[src/hdl/fdcrs_pkg.sv]
// Shared constants and types of the rate control and result status block
package fdcrs_pkg;

  // ****************************************
  // Register word indices on the bus
  // ****************************************
  localparam logic [9:0] IDX_MODE_CFG = 10'h3F0;
  localparam logic [9:0] IDX_STATUS = 10'h3F1;
  localparam logic [9:0] IDX_DRIVE_OUT = 10'h3F2;
  localparam logic [9:0] IDX_DATA = 10'h3F5;
  localparam logic [9:0] IDX_RATE = 10'h3F7;

  // ****************************************
  // Field positions
  // ****************************************
  localparam int CFG_IDENT_BIT = 6;
  localparam int CFG_MFM_BIT = 5;
  localparam int DOR_DMA_GATE_BIT = 3;
  localparam int RATE_PRECOMP_BIT = 2;
  localparam int DIR_MEDIA_BIT = 7;

  // ****************************************
  // Reset values
  // ****************************************
  localparam logic [7:0] CFG_RESET = 8'h40;
  localparam logic [1:0] RATE_RESET = 2'h2;
  localparam logic PRECOMP_RESET = 1'b0;
  localparam logic DMA_GATE_RESET = 1'b0;
  localparam logic DENSITY_RESET = 1'b1;
  localparam logic [3:0] DIR_P_ONES = 4'hF;

  // ****************************************
  // Status byte figures
  // ****************************************
  localparam int RECAL_STEP_LIMIT = 80;
  localparam int INDEX_LIMIT = 2;
  localparam logic [1:0] TERM_NORMAL = 2'h0;
  localparam logic [1:0] TERM_ABNORMAL = 2'h1;
  localparam logic [1:0] TERM_INVALID = 2'h2;
  localparam logic [1:0] TERM_POLLING = 2'h3;

  // ****************************************
  // Types
  // ****************************************
  typedef enum logic [2:0] {
    FDCRS_MODE_A = 3'b001,
    FDCRS_MODE_P = 3'b010,
    FDCRS_MODE_M = 3'b100
  } fdcrs_mode_type;

  typedef enum logic [2:0] {
    FDCRS_RES_IDLE = 3'b001,
    FDCRS_RES_ST0 = 3'b010,
    FDCRS_RES_ST1 = 3'b100
  } fdcrs_res_type;

endpackage : fdcrs_pkg

[src/hdl/fdcrs_status_enc.sv]
// Builds the two result status bytes from the command engine's events
`timescale 1ns/1ps
`default_nettype none
module fdcrs_status_enc
  import fdcrs_pkg::*;
#(
  parameter int STEP_LIMIT = RECAL_STEP_LIMIT
) (
  input wire logic i_clk,
  input wire logic i_nrst,
  input wire logic i_cmd_start,
  input wire logic i_cmd_end,
  input wire logic [1:0] i_term_code,
  input wire logic i_head,
  input wire logic [1:0] i_drive,
  input wire logic i_seek_done,
  input wire logic i_recal_active,
  input wire logic i_step_pulse,
  input wire logic i_track_zero,
  input wire logic i_relseek_underflow,
  input wire logic i_end_of_track,
  input wire logic i_crc_err,
  input wire logic i_overrun,
  input wire logic i_sector_missing,
  input wire logic i_write_cmd_active,
  input wire logic i_write_prot,
  input wire logic i_id_search,
  input wire logic i_id_found,
  input wire logic i_index_pulse,
  input wire logic i_no_data_mark,
  output logic [7:0] o_st0_q,
  output logic [7:0] o_st1_q
);

  // The step counter is seven bits wide
  if (STEP_LIMIT < 1 || STEP_LIMIT > 127) begin : g_bad_step_limit
    $error("STEP_LIMIT out of range");
  end

  localparam logic [6:0] STEP_MAX = 7'(STEP_LIMIT);
  localparam logic [1:0] IDX_MAX = 2'(INDEX_LIMIT);

  // Sticky flags: se, ec, en, de, ov, nd, nw, ma
  logic [7:0] flags_q, flags_d, set_v;
  logic [6:0] step_q, step_d;
  logic [1:0] idx_q, idx_d;
  logic [7:0] st0_d, st1_d;

  always_comb begin
    step_d = step_q;
    if (i_cmd_start) begin
      step_d = 7'h00;
    end else if (i_recal_active && i_step_pulse && step_q != STEP_MAX) begin
      step_d = step_q + 7'h01;
    end
    idx_d = idx_q;
    if (i_cmd_start || i_id_found || !i_id_search) begin
      idx_d = 2'h0;
    end else if (i_index_pulse && idx_q != IDX_MAX) begin
      idx_d = idx_q + 2'h1;
    end
    set_v[7] = i_seek_done;
    set_v[6] = (i_recal_active && step_q == STEP_MAX && !i_track_zero)
               || i_relseek_underflow;
    set_v[5] = i_end_of_track;
    set_v[4] = i_crc_err;
    set_v[3] = i_overrun;
    set_v[2] = i_sector_missing;
    set_v[1] = i_write_cmd_active && i_write_prot;
    set_v[0] = (i_id_search && idx_q == IDX_MAX && !i_id_found)
               || i_no_data_mark;
    // A new event wins over the clear at command start
    flags_d = (flags_q & ~{8{i_cmd_start}}) | set_v;
    st0_d = o_st0_q;
    st1_d = o_st1_q;
    if (i_cmd_end) begin
      st0_d = {i_term_code, flags_d[7], flags_d[6], 1'b0, i_head, i_drive};
      st1_d = {flags_d[5], 1'b0, flags_d[4], flags_d[3], 1'b0,
               flags_d[2], flags_d[1], flags_d[0]};
    end
  end

  always_ff @(posedge i_clk or negedge i_nrst) begin
    if (!i_nrst) begin
      flags_q <= 8'h00;
      step_q <= 7'h00;
      idx_q <= 2'h0;
      o_st0_q <= 8'h00;
      o_st1_q <= 8'h00;
    end else begin
      flags_q <= flags_d;
      step_q <= step_d;
      idx_q <= idx_d;
      o_st0_q <= st0_d;
      o_st1_q <= st1_d;
    end
  end

endmodule : fdcrs_status_enc
`default_nettype wire

[src/hdl/fdcrs_top.sv]
// Rate control, input status and result status register bank
//
// Register access over Avalon-MM was decided locally.
`timescale 1ns/1ps
`default_nettype none

module fdcrs_top
  import fdcrs_pkg::*;
#(
  parameter int STEP_LIMIT = RECAL_STEP_LIMIT
) (
  input wire logic i_clk,
  input wire logic i_nrst,
  // Avalon-MM slave, word addressed
  input wire logic [9:0] i_address,
  input wire logic i_read,
  input wire logic i_write,
  input wire logic [3:0] i_byteenable,
  input wire logic [31:0] i_writedata,
  output logic [31:0] o_readdata,
  output logic o_waitrequest,
  // Drive cable pins
  input wire logic i_media_changed_flag_n,
  input wire logic i_track_zero_input,
  input wire logic i_write_prot,
  input wire logic i_index_input,
  output logic o_density_pin,
  // Command engine
  input wire logic i_soft_rst,
  input wire logic i_cmd_start,
  input wire logic i_cmd_end,
  input wire logic [1:0] i_term_code,
  input wire logic i_head,
  input wire logic [1:0] i_drive,
  input wire logic i_seek_done,
  input wire logic i_recal_active,
  input wire logic i_step_pulse,
  input wire logic i_relseek_underflow,
  input wire logic i_end_of_track,
  input wire logic i_crc_err,
  input wire logic i_overrun,
  input wire logic i_sector_missing,
  input wire logic i_write_cmd_active,
  input wire logic i_id_search,
  input wire logic i_id_found,
  input wire logic i_no_data_mark,
  output logic [1:0] o_rate_select,
  output logic o_result_phase
);

  // ****************************************
  // Pin synchronisers
  // ****************************************
  // Cable pins are asynchronous to i_clk; only stage two is ever read
  logic [3:0] pin_s1_q, pin_s2_q;
  logic idx_prev_q;
  logic media_sync, track_zero_input_sync, wp_sync, idx_sync, idx_pulse;

  always_ff @(posedge i_clk or negedge i_nrst) begin
    if (!i_nrst) begin
      pin_s1_q <= 4'h0;
      pin_s2_q <= 4'h0;
      idx_prev_q <= 1'b0;
    end else begin
      pin_s1_q <= {i_index_input, i_write_prot, i_track_zero_input,
                   i_media_changed_flag_n};
      pin_s2_q <= pin_s1_q;
      idx_prev_q <= pin_s2_q[3];
    end
  end

  assign media_sync = pin_s2_q[0];
  assign track_zero_input_sync = pin_s2_q[1];
  assign wp_sync = pin_s2_q[2];
  assign idx_sync = pin_s2_q[3];
  assign idx_pulse = idx_sync && !idx_prev_q;

  // ****************************************
  // Bus handshake
  // ****************************************
  // Every access waits exactly one cycle so read data can be registered
  logic ack_q, ack_d;
  logic access, rd_take, wr_take;

  assign access = i_read || i_write;
  assign o_waitrequest = access && !ack_q;
  assign rd_take = i_read && ack_q;
  assign wr_take = i_write && ack_q && i_byteenable[0];

  always_comb begin
    ack_d = access && !ack_q;
  end

  always_ff @(posedge i_clk or negedge i_nrst) begin
    if (!i_nrst) begin
      ack_q <= 1'b0;
    end else begin
      ack_q <= ack_d;
    end
  end

  // ****************************************
  // Software registers
  // ****************************************
  logic [7:0] cfg_q, cfg_d;
  logic [1:0] rate_q, rate_d;
  logic precomp_off_q, precomp_off_d;
  logic dma_gate_q, dma_gate_d;
  logic density_q, density_d;
  fdcrs_mode_type mode;
  logic high_rate;

  always_comb begin
    if (cfg_q[CFG_IDENT_BIT]) begin
      mode = FDCRS_MODE_A;
    end else if (cfg_q[CFG_MFM_BIT]) begin
      mode = FDCRS_MODE_P;
    end else begin
      mode = FDCRS_MODE_M;
    end
  end

  // Codes 00 and 11 are the two fast rates
  assign high_rate = !(rate_q[1] ^ rate_q[0]);

  always_comb begin
    cfg_d = cfg_q;
    rate_d = rate_q;
    precomp_off_d = precomp_off_q;
    dma_gate_d = dma_gate_q;
    if (wr_take) begin
      case (i_address)
        IDX_MODE_CFG: begin
          cfg_d = i_writedata[7:0];
        end
        IDX_DRIVE_OUT: begin
          dma_gate_d = i_writedata[DOR_DMA_GATE_BIT];
        end
        IDX_RATE: begin
          rate_d = i_writedata[1:0];
          // Reserved bits are ignored; software is expected to keep them zero
          if (mode == FDCRS_MODE_M) begin
            precomp_off_d = i_writedata[RATE_PRECOMP_BIT];
          end
        end
        default: begin
          cfg_d = cfg_q;
        end
      endcase
    end
    // Density follows the rate, polarity by mode; i_soft_rst not involved
    if (mode == FDCRS_MODE_A) begin
      density_d = high_rate;
    end else begin
      density_d = !high_rate;
    end
  end

  // Only the hardware reset touches these; soft reset leaves them alone
  always_ff @(posedge i_clk or negedge i_nrst) begin
    if (!i_nrst) begin
      cfg_q <= CFG_RESET;
      rate_q <= RATE_RESET;
      precomp_off_q <= PRECOMP_RESET;
      dma_gate_q <= DMA_GATE_RESET;
      density_q <= DENSITY_RESET;
    end else begin
      cfg_q <= cfg_d;
      rate_q <= rate_d;
      precomp_off_q <= precomp_off_d;
      dma_gate_q <= dma_gate_d;
      density_q <= density_d;
    end
  end

  assign o_density_pin = density_q;
  assign o_rate_select = rate_q;

  // ****************************************
  // Status byte builder
  // ****************************************
  logic [7:0] st0, st1;

  fdcrs_status_enc #(
    .STEP_LIMIT(STEP_LIMIT)
  ) u_status_enc (
    .i_clk(i_clk),
    .i_nrst(i_nrst),
    .i_cmd_start(i_cmd_start),
    .i_cmd_end(i_cmd_end),
    .i_term_code(i_term_code),
    .i_head(i_head),
    .i_drive(i_drive),
    .i_seek_done(i_seek_done),
    .i_recal_active(i_recal_active),
    .i_step_pulse(i_step_pulse),
    .i_track_zero(track_zero_input_sync),
    .i_relseek_underflow(i_relseek_underflow),
    .i_end_of_track(i_end_of_track),
    .i_crc_err(i_crc_err),
    .i_overrun(i_overrun),
    .i_sector_missing(i_sector_missing),
    .i_write_cmd_active(i_write_cmd_active),
    .i_write_prot(wp_sync),
    .i_id_search(i_id_search),
    .i_id_found(i_id_found),
    .i_index_pulse(idx_pulse),
    .i_no_data_mark(i_no_data_mark),
    .o_st0_q(st0),
    .o_st1_q(st1)
  );

  // ****************************************
  // Result phase sequencer
  // ****************************************
  fdcrs_res_type res_q, res_d;

  always_comb begin
    res_d = res_q;
    case (res_q)
      FDCRS_RES_IDLE: begin
        if (i_cmd_end) begin
          res_d = FDCRS_RES_ST0;
        end
      end
      FDCRS_RES_ST0: begin
        if (rd_take && i_address == IDX_DATA) begin
          res_d = FDCRS_RES_ST1;
        end
      end
      FDCRS_RES_ST1: begin
        if (rd_take && i_address == IDX_DATA) begin
          res_d = FDCRS_RES_IDLE;
        end
      end
      default: begin
        res_d = FDCRS_RES_IDLE;
      end
    endcase
    // A soft reset abandons any pending result bytes
    if (i_soft_rst) begin
      res_d = FDCRS_RES_IDLE;
    end
  end

  always_ff @(posedge i_clk or negedge i_nrst) begin
    if (!i_nrst) begin
      res_q <= FDCRS_RES_IDLE;
    end else begin
      res_q <= res_d;
    end
  end

  assign o_result_phase = (res_q != FDCRS_RES_IDLE);

  // ****************************************
  // Read data
  // ****************************************
  logic [7:0] input_status;
  logic [7:0] rd_byte;
  logic [31:0] rdata_q, rdata_d;

  always_comb begin
    input_status = 8'h00;
    case (mode)
      FDCRS_MODE_A: begin
        // Low bits undriven on the original bus; they read zero here
        input_status = 8'h00;
      end
      FDCRS_MODE_P: begin
        input_status[6:3] = DIR_P_ONES;
        input_status[2:1] = {rate_q[1], rate_q[0]};
        input_status[0] = !high_rate;
      end
      FDCRS_MODE_M: begin
        input_status[6:4] = 3'h0;
        input_status[3] = dma_gate_q;
        input_status[2] = precomp_off_q;
        input_status[1:0] = rate_q;
      end
      default: begin
        input_status = 8'h00;
      end
    endcase
    input_status[DIR_MEDIA_BIT] = !media_sync;
  end

  always_comb begin
    rd_byte = 8'h00;
    case (i_address)
      IDX_MODE_CFG: begin
        rd_byte = cfg_q;
      end
      IDX_STATUS: begin
        rd_byte = {5'h00, res_q == FDCRS_RES_ST1, res_q == FDCRS_RES_ST0,
                   o_result_phase};
      end
      IDX_DRIVE_OUT: begin
        rd_byte = {4'h0, dma_gate_q, 3'h0};
      end
      IDX_DATA: begin
        if (res_q == FDCRS_RES_ST0) begin
          rd_byte = st0;
        end else if (res_q == FDCRS_RES_ST1) begin
          rd_byte = st1;
        end else begin
          rd_byte = 8'h00;
        end
      end
      IDX_RATE: begin
        rd_byte = input_status;
      end
      default: begin
        rd_byte = 8'h00;
      end
    endcase
    rdata_d = rdata_q;
    if (i_read && !ack_q) begin
      rdata_d = {24'h000000, rd_byte};
    end
  end

  always_ff @(posedge i_clk or negedge i_nrst) begin
    if (!i_nrst) begin
      rdata_q <= 32'h00000000;
    end else begin
      rdata_q <= rdata_d;
    end
  end

  assign o_readdata = rdata_q;

endmodule : fdcrs_top
`default_nettype wire

[config.mk]
export PLATFORM = sky130hd
export DESIGN_NAME = fdcrs_top
export DESIGN_NICKNAME = d
export VERILOG_FILES = /design/src/hdl/fdcrs_pkg.sv /design/src/hdl/fdcrs_status_enc.sv /design/src/hdl/fdcrs_top.sv
export SDC_FILE = /design/constraint.sdc
export NUM_CORES = 1
export LEC_CHECK = 0
export BUFFER_PORTS_ARGS = -buffer_cell sky130_fd_sc_hd__clkbuf_2
export CORE_AREA = 2 2 76 114
export DETAILED_ROUTE_END_ITERATION = 7
export DIE_AREA = 0 0 78 116
export SYNTH_ARGS = -nofsm -noshare
export SYNTH_HDL_FRONTEND = slang
export SYNTH_HIERARCHICAL = 1
export SYNTH_SLANG_ARGS = --single-unit
[constraint.sdc]
create_clock -name i_clk -period 1.9 [get_ports i_clk]
set_input_delay 0.095 -clock i_clk [delete_from_list [all_inputs] [get_ports i_clk]]
set_output_delay 0.095 -clock i_clk [all_outputs]
set_load 0.02 [all_outputs]
=== Word level (Yosys, flattened, before mapping) ===
Index checks and enable logic that the tools add are counted.

* Register bits after elaboration: 64
* Input bits: 74

* $add $sub $neg: 2
* Equal/unequal tests: 19
* Multiplexer cells: 16
* Bitwise logic cells: 4
* Reduce and logical (&&, ||, !) cells: 34

{| class="wikitable"
|+ Operator list
! kind !! number
|-
| equality test 10 bit (second input constant) || 5
|-
| one-hot mux 8 bit (5 select lines) || 1
|-
| 2-to-1 mux 3 bit || 6
|-
| 2-to-1 mux 8 bit || 2
|-
| logical AND 1 bit || 15
|-
| 2-to-1 mux 7 bit || 2
|-
| one-hot mux 7 bit (2 select lines) || 1
|-
| != test 3 bit (second input constant) || 3
|-
| one-hot mux 3 bit (3 select lines) || 1
|-
| AND 8 bit || 1
|-
| NOT 8 bit || 1
|-
| bitwise OR 8 bit || 1
|-
| adder 7 x 1 -> 7 bit (second input constant) || 1
|-
| equality test 7 bit (second input constant) || 1
|-
| logical NOT 1 bit || 7
|-
| != test 7 bit (second input constant) || 1
|-
| equality test 3 x 1 -> 1 bit (second input constant) || 2
|-
| equality test 3 x 2 -> 1 bit (second input constant) || 2
|-
| equality test 3 bit (second input constant) || 2
|-
| AND reduction 2 bit || 3
|-
| AND reduction 3 bit || 2
|-
| logical OR 1 bit || 5
|-
| 2-to-1 mux 2 bit || 2
|-
| nonzero test 2 bit || 2
|-
| 6 further kinds || 6
|}

=== Longest topological paths before layout ===
* Depth in word-level cells: 5
* Depth in mapped cells: 5

=== Hierarchy ===
The synthesis kept the hierarchy.

{| class="wikitable"
|+ By module, submodules not included
! module !! instances !! cells an instance !! area an instance (um2)
|-
| fdcrs_top || 1 || 168 || 1,823.0
|-
| fdcrs_status_enc || 1 || 107 || 1,300.0
|}

=== Worst setup path after synthesis ===
OpenSTA, ideal clock, no wires.

* Kind: reg2reg
* From: reg res_q[0]
* To: reg rdata_q[0] (netlist: o_readdata[0])
* Library setup time: 0.129 ns
* Arrival time: 1.573 ns
* Slack: 0.198 ns
* Cell stages (with the launch flop): 5
* Buffers on the path: 0
* Clock period less this slack: 1.702 ns
* Cell sequence: dfstp_2 -> or3b_2 -> a22o_1 -> a221oi_1 -> o21ai_0

{| class="wikitable"
|+ RTL lines
! what !! line !! RTL
|-
| start: declaration || fdcrs_top.sv:216 || <nowiki>fdcrs_res_type res_q, res_d;</nowiki>
|-
| start signal: assignment || fdcrs_top.sv:250 || <nowiki>res_q <= res_d;</nowiki>
|-
| != test 3 x 1 -> 1 bit || fdcrs_top.sv:254 || <nowiki>assign o_result_phase = (res_q != FDCRS_RES_IDLE);</nowiki>
|-
| via o_result_phase || fdcrs_top.sv:48 || <nowiki>output logic o_result_phase</nowiki>
|-
| one-hot mux 8 bit (5 select lines) || fdcrs_top.sv:290 || <nowiki>case (i_address)</nowiki>
|-
| end signal: assignment || fdcrs_top.sv:327 || <nowiki>rdata_q <= rdata_d;</nowiki>
|-
| end: declaration || fdcrs_top.sv:261 || <nowiki>logic [31:0] rdata_q, rdata_d;</nowiki>
|}

The timed path passes the listed nets, and every way through them passes these cells.
A chain may end at the register's enable or synchronous reset.

=== Final worst setup path ===
* From: reg res_q[0]
* To: reg rdata_q[0] (netlist: o_readdata[0])

* Longest elaborated chain between the ends: 4

{| class="wikitable"
|+ Ends and longest elaborated chain
! what !! line !! RTL
|-
| equality test 3 bit || fdcrs_top.sv:304 || <nowiki>end else if (res_q == FDCRS_RES_ST1) begin</nowiki>
|-
| 2-to-1 mux 8 bit || fdcrs_top.sv:304 ||
|-
| 2-to-1 mux 8 bit || fdcrs_top.sv:302 || <nowiki>if (res_q == FDCRS_RES_ST0) begin</nowiki>
|-
| one-hot mux 8 bit (5 select lines) (*) || fdcrs_top.sv:290 ||
|}

Every way passes the cells marked *; elsewhere a longest branch is shown, timed or not.

==> flow_results.org <==
** Die
- Placeable Area :: 8008 sq um
- Number of rows created at floorplan :: 40
- The die covers 9048 sq um.
- Die width :: 78 um
- Top-Level Pins :: 111
- Starting Density :: 39.00%
- The die is 116 um tall.

** CTS
- Number of levels in the clock H-tree :: 3
- Clock tree synthesis inserted a total of 9 buffers.
- Post-cts sizing count :: 0
- # Post-CTS Setup Buffers :: 0
- TritonCTS built the clock tree.
- The root buffer cell chosen for the clock tree is clkbuf_16.
- Clock-pin slew was measured on the worst setup and hold paths at 50 ps.
- The longest clock path from root to sink contains 2 buffers.
- The clock reaches the later pin of the worst-skew pair after 330 ps.
- Sink count of the clock tree :: 64
- Cts-stage hold buffer count :: 15

** Routing
- Antenna violation net count after detailed routing :: 0
- Vias :: 2276
- Average wire length per cell after detail routing :: 13.43 um
- Top layer in use :: met4
- Via-to-Cell Ratio :: 4.874
- Number of optimization iterations in the first detailed-route pass :: 4
- Met3 wirelength from detailed routing :: 356 um
- DRT Wirelength :: 6.274 mm
- Met1 Wirelength :: 2.490 mm
- Met2 routed WL :: 3.330 mm
- DRC violation count after routing :: 0
- For this block, the initial DRC count from the detailed router was 75.

** Layout
- Most frequent standard cell in the layout excluding fill and tap cells :: dfrtp_1
- Most used cells in the layout excluding fill and tap cells :: dfrtp_1 (60), clkbuf_2 (59), conb_1 (27), mux2_2 (25), nand2_1 (21)
- Register area :: 1607 sq um
- The layout has 775 filler cells.
- The finished cells cover 3880 sq um.
- After the last flow step, the layout net total stands at 434.
- Final antenna diode count :: 0
- In the final layout, the share of cells above drive strength 1 is 32.87%.
- From synthesis to final layout, the design area changed by 24.24%.
- Combined area of the multi-input logic cells :: 1326 sq um

** Yosys
- Summed over all instances, the cell type with the most area after synthesis is dfrtp_1.
- Sequential-to-total area share from yosys stat :: 51.44%
- During synthesis, Yosys emitted a total of 6 warnings.
- Post-Syn Instances :: 275
- Main synth FF type :: dfrtp_1
- Counting flops with an async set or reset pin after synthesis yields a share of 100.0%.
- Share of the synthesized area in the top cell type :: 48.08%
- Number of flops mapped to enable cells by yosys :: 0
- Syn_area_per_cell :: 11.36 sq um
- Counting flops and latches in the post-synthesis netlist gives 64.
- Yosys mapped the design onto 49 distinct sky130hd cell types.
- Sorting the synthesized cells by area gives the leading types as dfrtp_1 (48%), mux2_2 (9.0%), buf_4 (6.7%), dfstp_2 (3.4%), nand2_1 (2.5%).
- Synthesized cell area :: 3123 sq um

** Place
- Post-detailed-placement cell area :: 3458 sq um
- Buffers placed on the I/O ports in this run total 59.
- Final HPWL DP :: 4.523 mm
- Routability-driven placement finished with a final weighted congestion of 0.7595.

** STA
- On the final layout, the worst clock skew is 4.661 ps.
- The smallest clock period supported by the final layout is computed as 1697 ps.
- Finish-stage setup viols :: 0
- Based on the critical path, the design can be clocked at up to 589.4 MHz.
- Slew Viols, Final :: 0
- The worst path uses 89.29% of the clock period.
- Worst max-slew margin expressed relative to the limit :: 61.53%
- Adding up every negative setup slack in the final design gives 0 ps.
- Final hold violation count :: 0
- Measured slew at the worst slew-check pin :: 571.7 ps
- Setup repair after global routing left no endpoint under its margin.

** Critical path
- Origin of the worst setup path :: res_q[0]
- In this run the critical register-to-register path is captured at o_readdata[0].
- Endpoint required time on the critical path :: 2110 ps
- Path type of the worst setup path :: reg2reg
- Worst reg-to-reg path cell count :: 4
- The worst register-to-register path has a setup slack of 200 ps.
- STA classifies the critical path startpoint as a flop.
- STA classifies the critical path endpoint as a flop.
- Crit path DAT :: 1900 ps
- Worst R2R Start :: res_q[0]
- Peak fanout along the critical path :: 8

** Min path
- The path with the worst hold slack has its endpoint at u_status_enc/o_st0_q[1].
- Hold Crit Class :: in2reg
- The startpoint identified for the worst hold timing path is i_drive[1].
- Along the worst hold path, the cell count comes to 2.

** Power
- The worst-case IR drop observed on VDD is 0.0004918 V.
- In this run the static leakage power is 1.785 nW.
- Total power density per cell area :: 842.9 nW/um^2

** Job
- Across the run, the number of max-cap violations was 0.

** Global routing
- Pin count of the biggest net entering global routing :: 65
- The first global-routing pass estimated 10.70 mm of wire.
- Via count of the first global-routing pass :: 2248
- The total overflow left after global routing is 0.
- Overall global routing resource usage :: 15.53%
- The number of antenna violations at the first check in global routing was 0.

** Outcome
- The run finished with clean final reports.
-- worst max-delay path by stage --
stage / to / depth (start not counted)
after floorplan: o_readdata[0] / 4
after global placement: o_readdata[0] / 4
after detailed placement: o_readdata[0] / 4
after CTS: o_readdata[0] / 4
after global routing: o_readdata[0] / 4
final: o_readdata[0] / 4
-- stage by stage --
stage / power (W) / hold WS [ps] / setup WS (ps) / util [%] / std cells
CTS: 0.003324 / 1.283 / 190.0 / 48.45 / 467
global route: 0.003428 / 7.494 / 58.94 / 48.45 / 467
finish: 0.003271 / 10.23 / 203.4 / 48.45 / 467
detailed placement: 0.001779 / 139.7 / 196.2 / 43.19 / 436
global placement: 0.001772 / 138.7 / 222.0 / 43.19 / 436
floorplan: 0.001693 / -200.6 / 198.0 / - / 300
-- report_power, final --
part           switching (W)  total [W]  internal (W)
logic               0.000177   0.000314      0.000137
registers          0.0000330    0.00146       0.00143
clock network       0.000539    0.00149      0.000955
-- synthesized netlist by cell type, types with 3 or more instances --
library cell	number
dfstp_2	4
o21ai_0	11
nor2b_1	6
nor3_1	4
mux2_2	25
nand2_1	21
dfrtp_1	60
a22o_1	8
inv_1	5
nand3_1	5
nor2_1	12
buf_4	28
clkbuf_1	3
a21o_1	5
mux2i_1	4
xnor2_1	4
ha_1	3
a21oi_1	9
nor3b_1	4
buf_2	4
a221oi_1	6
nand2b_1	6
-- cell type report --
cell class              count  share of cell area (%)
inverters                   5                  0.4837
well taps                 105                   3.386
multi-input cells         194                   34.18
repair buffers             83                   13.54
clock buffers              16                   6.998
flip-flops and latches     64                   41.41
-- layer usage --
metal	global-route usage [%]	vias up
li1	-	1098
met1	17.91	1096
met2	26.78	74
met3	4.439	8
met4	7.018	0
met5	0	-
-- critical path: stages (launching register included) --
cell and delay, ps:
dfstp_2 590, or3b_2 470, a22o_1 200, a221oi_1 210, o21ai_0 110
-- state kept, by name (all words and copies together), names as in the netlist, 2 cells and up --
signal                flops
cfg_q                     8
o_readdata                8
u_status_enc/flags_q      8
u_status_enc/o_st0_q      7
u_status_enc/step_q       7
u_status_enc/o_st1_q      6
pin_s1_q                  4
pin_s2_q                  4
res_q                     3
o_rate_select             2
u_status_enc/idx_q        2
-- logic make-up (layout without fill, tap and decap cells) --
kind of cell             Yosys count  after routing  synth area share (%)
AND/OR/NAND/NOR                   78             78                 14.50
adder cells (fa/ha/maj)            3              3                 1.202
multiplexers                      29             29                 10.30
buffers and inverters             42            104                 9.094
AO/OA/AOI/OAI                     53             53                 12.10
XOR/XNOR                           4              4                 1.122
flip-flops                        64             64                 51.44
other                              2             27                0.2405
Note: power is estimated with default switching activity, not from simulation.
